<file path="src/rtl/brc_pkg.sv">
package brc_pkg;
    localparam int CLK_NS = 10;
    // register offsets
    localparam logic [7:0] OFS_CFG   = 8'h16;
    localparam logic [7:0] OFS_VSET  = 8'h17;
    localparam logic [7:0] OFS_ISET  = 8'h18;
    localparam logic [7:0] OFS_CTR   = 8'h19;
    localparam logic [7:0] OFS_ALT0  = 8'h1A;
    localparam logic [7:0] OFS_SPIRB = 8'h1E;
    localparam int NREG = 8;
    // reset values and writable bits
    localparam logic [7:0] RST_CFG  = 8'h01;
    localparam logic [7:0] RST_VSET = 8'h40;
    localparam logic [7:0] RST_ISET = 8'h80;
    localparam logic [7:0] RST_CTR  = 8'h01;
    localparam logic [7:0] RST_ALT  = 8'h00;
    localparam logic [7:0] WM_CFG   = 8'h1F;
    localparam logic [7:0] WM_FULL  = 8'hFF;
    localparam logic [7:0] WM_CTR   = 8'h7F;
    localparam logic [7:0] WM_CODE  = 8'h3F;
    // field positions
    localparam int SLOT_LO = 5;
    localparam int EN_LO   = 3;
    localparam int ZC_LO   = 1;
    localparam int PSV_B   = 0;
    localparam int SLOW_B  = 7;
    localparam int RAMP_B  = 6;
    localparam int ADPT_B  = 7;
    localparam int SS_B    = 6;
    localparam int ACT_B   = 5;
    localparam int HALF_B  = 4;
    localparam int DVS_LO  = 4;
    // field codes
    localparam logic [2:0] SLOT_OFF   = 3'h0;
    localparam logic [2:0] SLOT_P0    = 3'h2;
    localparam logic [2:0] SLOT_P25   = 3'h3;
    localparam logic [2:0] SLOT_P50   = 3'h4;
    localparam logic [2:0] SLOT_FIELD = 3'h7;
    localparam logic [1:0] EN_ON      = 2'h1;
    localparam logic [1:0] EN_PIN     = 2'h2;
    localparam logic [2:0] DVS_OFF    = 3'h0;
    localparam logic [2:0] DVS_SPI    = 3'h7;
    // timing
    localparam int RAMP_US      = 20;
    localparam int RAMP_CYC     = (RAMP_US * 1000) / CLK_NS;
    localparam int SS_LONG_MS   = 50;
    localparam int SS_SHORT_MS  = 5;
    localparam int SS_LONG_DEF  = (SS_LONG_MS * 1000000) / CLK_NS;
    localparam int SS_SHORT_DEF = (SS_SHORT_MS * 1000000) / CLK_NS;
    localparam int BOOT_CYC_DEF = 4000;
    localparam logic [6:0] DEV_ADDR_DEF = 7'h28; // arbitrary value
    typedef enum logic [6:0] {
        I_IDLE = 7'b0000001, I_ADDR = 7'b0000010, I_AACK = 7'b0000100,
        I_RX   = 7'b0001000, I_WACK = 7'b0010000, I_TX   = 7'b0100000,
        I_MACK = 7'b1000000
    } brc_i2c_st_t;
endpackage

</file>
<file path="src/rtl/brc_bus_if.sv">
`timescale 1ns/1ps
interface brc_bus_if;
    logic [7:0] addr;
    logic [7:0] wdata;
    logic [7:0] rdata;
    logic       wr;
    logic       stop;
    modport slave (output addr, output wdata, output wr, output stop, input rdata);
    modport bank  (input addr, input wdata, input wr, input stop, output rdata);
endinterface

</file>
<file path="src/rtl/brc_bank.sv">
`timescale 1ns/1ps
module brc_bank import brc_pkg::*; #(
    parameter logic [2:0] BOOT_SLOT    = SLOT_FIELD,
    parameter int         BOOT_CYC     = BOOT_CYC_DEF,
    parameter int         SS_LONG_CYC  = SS_LONG_DEF,
    parameter int         SS_SHORT_CYC = SS_SHORT_DEF,
    parameter logic [6:0] DEV_ADDR     = DEV_ADDR_DEF
) (
    input  wire logic       CORE_CLK,
    input  wire logic       RST_N,
    input  wire logic       HARD_RESET,
    input  wire logic       CTRL_PIN_0,
    input  wire logic       CTRL_PIN_1,
    input  wire logic       CTRL_PIN_2,
    input  wire logic       CTRL_PIN_3,
    input  wire logic       SCL,
    input  wire logic       SDA_I,
    output logic            SDA_O,
    output logic            SDA_OE,
    output logic            REG1_ENABLE,
    output logic [5:0]      REG1_VOLTAGE_CODE,
    output logic            REG1_SOFTSTART,
    output logic            REG1_ACTIVE_DSC,
    output logic            REG1_PASSIVE_DSC,
    output logic [3:0]      REG1_PEAK_CODE,
    output logic            REG1_ADAPTIVE_PEAK,
    output logic [1:0]      REG1_ZERO_CROSS,
    output logic            REG1_SWITCH_HALVING,
    output logic            REG1_SLOW_EDGES
);
    brc_bus_if bus ();

    logic [7:0]  shd_r [NREG];
    logic [7:0]  live_r [NREG];
    logic [7:0]  roff;
    logic        hit;
    logic [3:0]  pin_s1, pin_s2, pin_s3;
    logic [1:0]  hr_s;
    logic [31:0] boot_cnt_r;
    logic        en_nxt;
    logic [5:0]  spi_sh_r, spi_code_r, tgt;
    logic [2:0]  spi_cnt_r;
    logic [15:0] ramp_cnt_r;
    logic        tick;
    logic [22:0] ss_cnt_r;
    logic [2:0]  dvs;

    function automatic logic [7:0] rst_val(input int i);
        case (i)
            0:       rst_val = RST_CFG;
            1:       rst_val = RST_VSET;
            2:       rst_val = RST_ISET;
            3:       rst_val = RST_CTR;
            default: rst_val = RST_ALT;
        endcase
    endfunction

    function automatic logic [7:0] wmask(input logic [7:0] r);
        case (r)
            8'h00:   wmask = WM_CFG;
            8'h01,
            8'h02:   wmask = WM_FULL;
            8'h03:   wmask = WM_CTR;
            default: wmask = WM_CODE;
        endcase
    endfunction

    function automatic logic [1:0] pin_pair(input logic [2:0] c, input logic [3:0] p);
        case (c)
            3'h1:    pin_pair = {p[1], p[0]};
            3'h2:    pin_pair = {p[2], p[0]};
            3'h3:    pin_pair = {p[3], p[0]};
            3'h4:    pin_pair = {p[2], p[1]};
            3'h5:    pin_pair = {p[3], p[1]};
            3'h6:    pin_pair = {p[3], p[2]};
            default: pin_pair = 2'h0;
        endcase
    endfunction

    brc_i2c #(.DEV_ADDR(DEV_ADDR)) u_i2c (
        .clk     (CORE_CLK),
        .rst_n   (RST_N),
        .scl_pin (SCL),
        .sda_pin (SDA_I),
        .sda_o   (SDA_O),
        .sda_oe  (SDA_OE),
        .bus     (bus.slave)
    );

    // pin synchronisers; third stage feeds the serial edge detect
    always_ff @(posedge CORE_CLK) begin
        if (!RST_N) begin
            {pin_s1, pin_s2, pin_s3} <= 12'h0;
            hr_s <= 2'h0;
        end else begin
            pin_s1 <= {CTRL_PIN_3, CTRL_PIN_2, CTRL_PIN_1, CTRL_PIN_0};
            pin_s2 <= pin_s1;
            pin_s3 <= pin_s2;
            hr_s   <= {hr_s[0], HARD_RESET};
        end
    end

    assign roff = bus.addr - OFS_CFG;
    assign hit  = (bus.addr >= OFS_CFG) && (roff < 8'(NREG));

    // host writes land in shadow copies
    always_ff @(posedge CORE_CLK) begin
        if (!RST_N) begin
            for (int i = 0; i < NREG; i++)
                shd_r[i] <= rst_val(i);
        end else if (bus.wr && hit) begin
            shd_r[roff[2:0]] <= bus.wdata & wmask(roff);
        end
    end

    // shadow reaches the controls only at the end of the transaction
    always_ff @(posedge CORE_CLK) begin
        if (!RST_N) begin
            for (int i = 0; i < NREG; i++)
                live_r[i] <= rst_val(i);
        end else if (bus.stop) begin
            for (int i = 0; i < NREG; i++)
                live_r[i] <= shd_r[i];
        end
    end

    // read data: boot slot is fixed, readback shows the serial code
    always_comb begin
        bus.rdata = 8'h00;
        if (hit) begin
            bus.rdata = shd_r[roff[2:0]];
            if (roff == 8'h00)
                bus.rdata[7:SLOT_LO] = BOOT_SLOT;
        end else if (bus.addr == OFS_SPIRB) begin
            bus.rdata = {2'b00, spi_code_r};
        end
    end

    // boot delay counter
    always_ff @(posedge CORE_CLK) begin
        if (!RST_N)
            boot_cnt_r <= 32'h0;
        else if (boot_cnt_r < 32'(BOOT_CYC))
            boot_cnt_r <= boot_cnt_r + 32'h1;
    end

    // enable source selection
    always_comb begin
        case (BOOT_SLOT)
            SLOT_P0:  en_nxt = 1'b1;
            SLOT_P25: en_nxt = boot_cnt_r >= 32'(BOOT_CYC / 4);
            SLOT_P50: en_nxt = boot_cnt_r >= 32'(BOOT_CYC / 2);
            SLOT_FIELD: begin
                case (live_r[0][EN_LO+:2])
                    EN_ON:   en_nxt = 1'b1;
                    EN_PIN:  en_nxt = |(live_r[3][3:0] & pin_s2);
                    default: en_nxt = 1'b0;
                endcase
                if (boot_cnt_r < 32'(BOOT_CYC))
                    en_nxt = 1'b0;
            end
            default:  en_nxt = 1'b0;
        endcase
    end

    // serial code receiver: pin 0 select low, pin 1 clock, pin 2 data
    assign dvs = live_r[3][DVS_LO+:3];
    always_ff @(posedge CORE_CLK) begin
        if (!RST_N) begin
            spi_sh_r   <= 6'h00;
            spi_cnt_r  <= 3'h0;
            spi_code_r <= 6'h00;
        end else if (pin_s2[0]) begin
            spi_cnt_r <= 3'h0;
            if (!pin_s3[0] && dvs == DVS_SPI && spi_cnt_r == 3'h6)
                spi_code_r <= spi_sh_r;
        end else if (pin_s2[1] && !pin_s3[1]) begin
            spi_sh_r <= {spi_sh_r[4:0], pin_s2[2]};
            if (spi_cnt_r != 3'h6)
                spi_cnt_r <= spi_cnt_r + 3'h1;
        end
    end

    // voltage target from register, pin pair or serial link
    always_comb begin
        case (dvs)
            DVS_OFF: tgt = live_r[1][5:0];
            DVS_SPI: tgt = spi_code_r;
            default: tgt = live_r[{1'b1, pin_pair(dvs, pin_s2)}][5:0];
        endcase
    end

    // ramp step timer, restarted while no rise is pending
    assign tick = ramp_cnt_r == 16'(RAMP_CYC - 1);
    always_ff @(posedge CORE_CLK) begin
        if (!RST_N || tgt <= REG1_VOLTAGE_CODE || tick)
            ramp_cnt_r <= 16'h0;
        else
            ramp_cnt_r <= ramp_cnt_r + 16'h1;
    end

    // output voltage code: stepped rises, direct falls
    always_ff @(posedge CORE_CLK) begin
        if (!RST_N)
            REG1_VOLTAGE_CODE <= 6'h00;
        else if (tgt < REG1_VOLTAGE_CODE || !live_r[1][RAMP_B])
            REG1_VOLTAGE_CODE <= tgt;
        else if (tgt > REG1_VOLTAGE_CODE && tick)
            REG1_VOLTAGE_CODE <= REG1_VOLTAGE_CODE + 6'h01;
    end

    // enable, soft-start window and discharge requests
    always_ff @(posedge CORE_CLK) begin
        if (!RST_N) begin
            REG1_ENABLE    <= 1'b0;
            REG1_SOFTSTART <= 1'b0;
            ss_cnt_r       <= 23'h0;
        end else begin
            REG1_ENABLE <= en_nxt;
            if (en_nxt && !REG1_ENABLE) begin
                ss_cnt_r <= live_r[2][SS_B] ? 23'(SS_SHORT_CYC) : 23'(SS_LONG_CYC);
                REG1_SOFTSTART <= 1'b1;
            end else if (!en_nxt) begin
                ss_cnt_r       <= 23'h0;
                REG1_SOFTSTART <= 1'b0;
            end else if (ss_cnt_r != 23'h0) begin
                ss_cnt_r       <= ss_cnt_r - 23'h1;
                REG1_SOFTSTART <= ss_cnt_r != 23'h1;
            end
        end
    end

    always_ff @(posedge CORE_CLK) begin
        if (!RST_N) begin
            REG1_ACTIVE_DSC  <= 1'b0;
            REG1_PASSIVE_DSC <= 1'b0;
        end else begin
            REG1_ACTIVE_DSC  <= hr_s[1] | (live_r[2][ACT_B] & !en_nxt);
            REG1_PASSIVE_DSC <= hr_s[1] | (live_r[0][PSV_B] & !en_nxt);
        end
    end

    // static analog settings
    always_ff @(posedge CORE_CLK) begin
        if (!RST_N) begin
            REG1_PEAK_CODE      <= RST_ISET[3:0];
            REG1_ADAPTIVE_PEAK  <= RST_ISET[ADPT_B];
            REG1_ZERO_CROSS     <= RST_CFG[ZC_LO+:2];
            REG1_SWITCH_HALVING <= RST_ISET[HALF_B];
            REG1_SLOW_EDGES     <= RST_VSET[SLOW_B];
        end else begin
            REG1_PEAK_CODE      <= live_r[2][3:0];
            REG1_ADAPTIVE_PEAK  <= live_r[2][ADPT_B];
            REG1_ZERO_CROSS     <= live_r[0][ZC_LO+:2];
            REG1_SWITCH_HALVING <= live_r[2][HALF_B];
            REG1_SLOW_EDGES     <= live_r[1][SLOW_B];
        end
    end
endmodule // brc_bank

</file>
<file path="src/rtl/brc_i2c.sv">
`timescale 1ns/1ps
module brc_i2c import brc_pkg::*; #(
    parameter logic [6:0] DEV_ADDR = DEV_ADDR_DEF
) (
    input  wire logic clk,
    input  wire logic rst_n,
    input  wire logic scl_pin,
    input  wire logic sda_pin,
    output logic      sda_o,
    output logic      sda_oe,
    brc_bus_if.slave  bus
);
    logic [2:0]  scl_s, sda_s;
    brc_i2c_st_t st_r;
    logic [7:0]  sh_r, ptr_r, wd_r;
    logic [3:0]  cnt_r;
    logic        rw_r, first_r, wr_r, stop_r;
    logic        rise, fall, start, stop;

    // pin synchronisers, third stage only for edge detection
    always_ff @(posedge clk) begin
        if (!rst_n) begin
            scl_s <= 3'h7;
            sda_s <= 3'h7;
        end else begin
            scl_s <= {scl_s[1:0], scl_pin};
            sda_s <= {sda_s[1:0], sda_pin};
        end
    end
    assign rise  = scl_s[1] & ~scl_s[2];
    assign fall  = ~scl_s[1] & scl_s[2];
    assign start = scl_s[1] & sda_s[2] & ~sda_s[1];
    assign stop  = scl_s[1] & ~sda_s[2] & sda_s[1];

    // byte engine: address, pointer, write data, read data
    always_ff @(posedge clk) begin
        if (!rst_n) begin
            st_r <= I_IDLE;
            {sh_r, ptr_r, wd_r} <= 24'h0;
            cnt_r <= 4'h0;
            {rw_r, first_r, wr_r, stop_r, sda_oe, sda_o} <= 6'h0;
        end else begin
            wr_r   <= 1'b0;
            stop_r <= stop;
            sda_o  <= 1'b0;
            if (wr_r)
                ptr_r <= ptr_r + 8'h01;
            if (start) begin
                st_r   <= I_ADDR;
                cnt_r  <= 4'h0;
                sda_oe <= 1'b0;
            end else if (stop) begin
                st_r   <= I_IDLE;
                sda_oe <= 1'b0;
            end else begin
                case (st_r)
                    I_ADDR: if (rise) begin
                        sh_r  <= {sh_r[6:0], sda_s[1]};
                        cnt_r <= cnt_r + 4'h1;
                    end else if (fall && cnt_r == 4'h8) begin
                        if (sh_r[7:1] == DEV_ADDR) begin
                            rw_r   <= sh_r[0];
                            sda_oe <= 1'b1;
                            st_r   <= I_AACK;
                        end else begin
                            st_r <= I_IDLE;
                        end
                    end
                    I_AACK: if (fall) begin
                        cnt_r <= 4'h0;
                        if (rw_r) begin
                            sh_r   <= bus.rdata;
                            sda_oe <= ~bus.rdata[7];
                            st_r   <= I_TX;
                        end else begin
                            sda_oe  <= 1'b0;
                            first_r <= 1'b1;
                            st_r    <= I_RX;
                        end
                    end
                    I_RX: if (rise) begin
                        sh_r  <= {sh_r[6:0], sda_s[1]};
                        cnt_r <= cnt_r + 4'h1;
                    end else if (fall && cnt_r == 4'h8) begin
                        sda_oe <= 1'b1;
                        st_r   <= I_WACK;
                        if (first_r) begin
                            ptr_r   <= sh_r;
                            first_r <= 1'b0;
                        end else begin
                            wr_r <= 1'b1;
                            wd_r <= sh_r;
                        end
                    end
                    I_WACK: if (fall) begin
                        sda_oe <= 1'b0;
                        cnt_r  <= 4'h0;
                        st_r   <= I_RX;
                    end
                    I_TX: if (rise) begin
                        cnt_r <= cnt_r + 4'h1;
                    end else if (fall) begin
                        if (cnt_r == 4'h8) begin
                            sda_oe <= 1'b0;
                            ptr_r  <= ptr_r + 8'h01;
                            st_r   <= I_MACK;
                        end else begin
                            sh_r   <= {sh_r[6:0], 1'b0};
                            sda_oe <= ~sh_r[6];
                        end
                    end
                    I_MACK: if (rise) begin
                        if (sda_s[1])
                            st_r <= I_IDLE;
                        else
                            cnt_r <= 4'h0;
                    end else if (fall && cnt_r == 4'h0) begin
                        sh_r   <= bus.rdata;
                        sda_oe <= ~bus.rdata[7];
                        st_r   <= I_TX;
                    end
                    default: st_r <= I_IDLE;
                endcase
            end
        end
    end

    assign bus.addr  = ptr_r;
    assign bus.wdata = wd_r;
    assign bus.wr    = wr_r;
    assign bus.stop  = stop_r;
endmodule // brc_i2c

</file>
<file path="config.mk">
export PLATFORM = sky130hd
export DESIGN_NAME = brc_bank
export DESIGN_NICKNAME = d
export VERILOG_FILES = /design/src/rtl/brc_pkg.sv /design/src/rtl/brc_bus_if.sv /design/src/rtl/brc_bank.sv /design/src/rtl/brc_i2c.sv
export SDC_FILE = /design/constraint.sdc
export NUM_CORES = 1
export LEC_CHECK = 0
export BUFFER_PORTS_ARGS = -buffer_cell sky130_fd_sc_hd__buf_4
export CAP_MARGIN = 20
export CORE_ASPECT_RATIO = 1.5
export CORE_MARGIN = 3
export CORE_UTILIZATION = 65
export CTS_CLUSTER_DIAMETER = 60
export DETAILED_ROUTE_END_ITERATION = 8
export PLACE_DENSITY = 0.82
export SLEW_MARGIN = 20
export SYNTH_ARGS = -nofsm -noshare
export SYNTH_HDL_FRONTEND = slang
export SYNTH_SLANG_ARGS = --single-unit
</file>
<file path="constraint.sdc">
create_clock -name CORE_CLK -period 7.3 [get_ports CORE_CLK]
set_input_delay 1.825 -clock CORE_CLK [delete_from_list [all_inputs] [get_ports CORE_CLK]]
set_output_delay 1.825 -clock CORE_CLK [all_outputs]
set_load 0.05 [all_outputs]
</file>
==> PnR_summary.wiki <==
{| class="wikitable"
! Metric !! Value
|-
| Critical path class || flop to flop
|-
| Number of diodes || 0
|-
| Post-route ant nets || 0
|-
| Cell taking the most area after synthesis || sky130_fd_sc_hd__edfxtp_1
|-
| Sequential cell fraction of total power || a little over half
|-
| Hold crit path type || flop to flop
|-
| Clock latency on the worst-skew pair || 530 ps
|-
| Synthesized cell area || 12970 sq um
|-
| DRC marker count from the first detailed-route iteration || 814
|-
| Number of hold buffers added after CTS || 0
|-
| Setup_tns || 0 ps
|-
| Number of top-level pins || 30
|-
| Area used by sequential logic in the layout || between 6000 and 7000 sq um
|-
| Total of endpoints with negative setup slack in the final report || 0
|-
| TritonCTS clock tree || yes
|-
| Startpoint type of the worst setup path || flop
|-
| Post-Synthesis Cells || 1232
|-
| Share of the clock period used by the worst path || around 55%
|-
| Share of flip-flops with an asynchronous set or reset || 0%
|-
| Pre-antenna DRT Iters || 5
|-
| Leakage power total || approximately 5.3 nW
|-
| Post-DP HPWL || approximately 20000 um
|-
| Highest achievable clock rate || roughly 250 MHz
|-
| Hold violation total from the final report || 0
|-
| Data required time of the critical path || 7740 ps
|-
| End-of-flow core utilization || 72.47%
|-
| Hold Path Origin || u_i2c.scl_s[0]$_SDFF_PN1_
|-
| Full die area || roughly 22000 sq um
|-
| Run status || completed
|-
| CP Capture Type || flop
|-
| Area taken by multi-input logic gates || between 5000 and 6000 sq um
|-
| Register-to-register path setup slack || 3280 ps
|-
| Netlist cell types || 89
|-
| Clock Tree Root || sky130_fd_sc_hd__clkbuf_16
|-
| Total Routing Usage GR || between 20% and 30%
|-
| Setup Fix Bufs, Post-CTS || 0
|-
| Worst Path Arrival || ~4500 ps
|-
| Worst slew pin tran || 965.1 ps
|-
| Cell internal power dissipation || between 2 and 2.5 mW
|-
| Global placer's final weighted congestion || 0.9517
|-
| FF-to-FF Start || live_r[3][4]$_SDFFCE_PN0P_
|-
| Drt drc || 0
|-
| Die Wd || between 100 and 150 um
|-
| Net switching power of the design || 0.7919 mW
|-
| Vias per std cell || between 6 and 7
|-
| Max Root-Sink Buffers || 3
|-
| Via Count || about 9400
|-
| Largest net degree at the start of global routing || 91
|-
| Total number of clock tree sinks || ~280
|-
| Reg2reg path depth || 9
|-
| Clock transition at the registers of the reported paths || approximately 60 ps
|-
| Relative area change from synthesis to final layout || 8.374%
|-
| Total gr overflow || 0
|-
| Share of total power consumed by net switching || 24.10%
|-
| Clock period minus worst slack || between 4000 and 5000 ps
|-
| First-pass GRT wire length || approximately 47000 um
|-
| Nets in the synthesized netlist || ~1300
|-
| Hold endpoint || u_i2c.scl_s[1]$_SDFF_PN1_
|-
| Core Footprint || 19390 sq um
|-
| CTS Buf Count || 26
|-
| Average footprint of a synthesized cell || 10.53 sq um
|-
| # fillers || approximately 1400
|-
| Count of maximum capacitance violations || 0
|-
| CP Max Fanout || 16
|-
| Wire length per cell || ~19 um
|-
| Power density normalized to cell area || 233.8 nW/um^2
|-
| Number of pins with negative max-slew slack in the final report || 0
|-
| Post-synth top area share || 26.86%
|-
| Total power after layout || roughly 3.3 mW
|-
| Most frequently used flop master after synthesis || sky130_fd_sc_hd__dfxtp_1
|-
| Sequential-to-total area share from yosys stat || between 50% and 60%
|-
| H-Tree Level Count || 1
|-
| Count of input and output buffers || 28
|-
| Rows || between 60 and 70
|-
| Cell types with the largest area share after synthesis || sky130_fd_sc_hd__edfxtp_1 27%, sky130_fd_sc_hd__dfxtp_1 25%, sky130_fd_sc_hd__and3_1 4.3%
|-
| DIE HEIGHT || approximately 180 um
|-
| Number of antenna violations at the first check in global routing || 0
|-
| Flops & latches, synth || between 200 and 300
|-
| Peak supply drop || between 0.00015 and 0.0002 V
|-
| Number of synthesized flops with an enable pin || approximately 120
|-
| Effective utilization at floorplan || 66.87%
|-
| Post-cts sizing count || 0
|-
| Max-slew headroom at the worst pin || a little over a third
|-
| Cell depth of the worst min-delay path || 1
|-
| Launch point of the critical path || live_r[3][4]$_SDFFCE_PN0P_
|-
| Setup repair after global routing missed its margin || false
|-
| Clock group share of total power || roughly two fifths
|-
| Worst hold margin || ~410 ps
|-
| R2R Path End || ramp_cnt_r[0]$_SDFF_PP0_
|-
| Combinational group share of total power || under 10%
|-
| Fraction of layout cells with a size suffix above 1 || around a tenth
|-
| Synth warn || 0
|-
| Vias in the first global route || between 9000 and 10000
|-
| Worst setup skew after layout || approximately 20 ps
|-
| Final #Nets || 1258
|-
| Final wirelength || between 20000 and 30000 um
|}
[worst max-delay path: stages, from the launching register on]
cell                       delay (ps)
sky130_fd_sc_hd__edfxtp_1         480
sky130_fd_sc_hd__mux2_2           360
sky130_fd_sc_hd__a21oi_1          570
sky130_fd_sc_hd__nand2_1          320
sky130_fd_sc_hd__o221ai_1         400
sky130_fd_sc_hd__ha_1             310
sky130_fd_sc_hd__and4_1           220
sky130_fd_sc_hd__and3_1           240
sky130_fd_sc_hd__or4b_2           840
sky130_fd_sc_hd__nor2_1           180
[layout make-up]
class	count	area share, %
multi-input combinational	855	41.48
inverter	26	0.6944
clock inverter	14	0.7211
timing repair buffer	35	1.869
tap	256	2.279
sequential	279	48.00
clock buffer	33	4.959
[cell usage after synthesis (all sizes together) (20+ instances only)]
master / number
buf: 22
nor4: 20
o21ai: 33
xnor2: 25
mux2i: 40
and3: 89
clkbuf: 50
a21oi: 36
nand2: 74
xor2: 35
dfxtp: 163
edfxtp: 116
ha: 26
nor2: 139
inv: 26
nand3: 32
and2: 55
[state kept, by name, indices dropped and copies added (netlist names), 4 cells and up]
signal,count
u_i2c.bus.wdata,8
u_i2c.bus.addr,8
pin_s1,4
u_i2c.cnt_r,4
pin_s2,4
REG1_PEAK_CODE,4
ramp_cnt_r,16
u_i2c.sh_r,8
spi_code_r,6
spi_sh_r,6
u_i2c.st_r,7
boot_cnt_r,32
REG1_VOLTAGE_CODE,6
shd_r,64
live_r,52
ss_cnt_r,23
[how the worst max path moves through the flow]
stage | slack [ps] | cells after the start | endpoint
3_5_place_dp | 3070 | 3 | live_r[7][4]$_SDFFCE_PN0P_
5_1_grt | 3060 | 9 | ramp_cnt_r[0]$_SDFF_PP0_
3_3_place_gp | 3140 | 3 | live_r[6][5]$_SDFFCE_PN0P_
4_1_cts | 3260 | 9 | ramp_cnt_r[0]$_SDFF_PP0_
6_report | 3280 | 9 | ramp_cnt_r[0]$_SDFF_PP0_
2_1_floorplan | 3380 | 3 | live_r[0][0]$_SDFFCE_PN1P_
[per-layer routing]
layer,global-route usage [%],vias to the layer above,share of wire [%]
met5,0,-,0
met4,14.81,0,6.0
met3,3.283,106,4.8
met2,48.88,379,52
met1,30.47,4479,37
li1,-,4468,-
[layout by cell type (no fill, tap or decap), drive strengths merged, types with 35 or more instances in the layout]
cell / count
edfxtp: 116
and3: 89
and2: 55
mux2i: 40
dfxtp: 163
nor2: 139
nand2: 74
buf: 35
xor2: 35
a21oi: 36
[power groups by stage]
stage	clock (mW)	combinational (mW)	sequential, mW
finish	1.26	0.290	1.73
global route	1.35	0.314	1.74
CTS	1.28	0.291	1.73
detailed placement	0	0.289	1.76
global placement	0	0.280	1.76
floorplan	0	0.162	1.80
[logic make-up after synthesis]
family / synth area share (%)
other cells: 0.02892
mux: 6.647
simple gates: 21.94
xor+xnor: 4.052
flops: 52.02
buf+inv: 3.164
compound gates: 9.638
fa+ha+maj: 2.508
[metrics by stage]
stage / instance area [sq um] / instances / setup slack (ps)
after global routing: 14050 / 1498 / 3058
after global placement: 13250 / 1451 / 3136
after detailed placement: 13250 / 1451 / 3069
final: 14050 / 1498 / 3284
after floorplan: 12970 / 1232 / 3378
after CTS: 14040 / 1498 / 3256
Power figures use the tool's default switching activity.
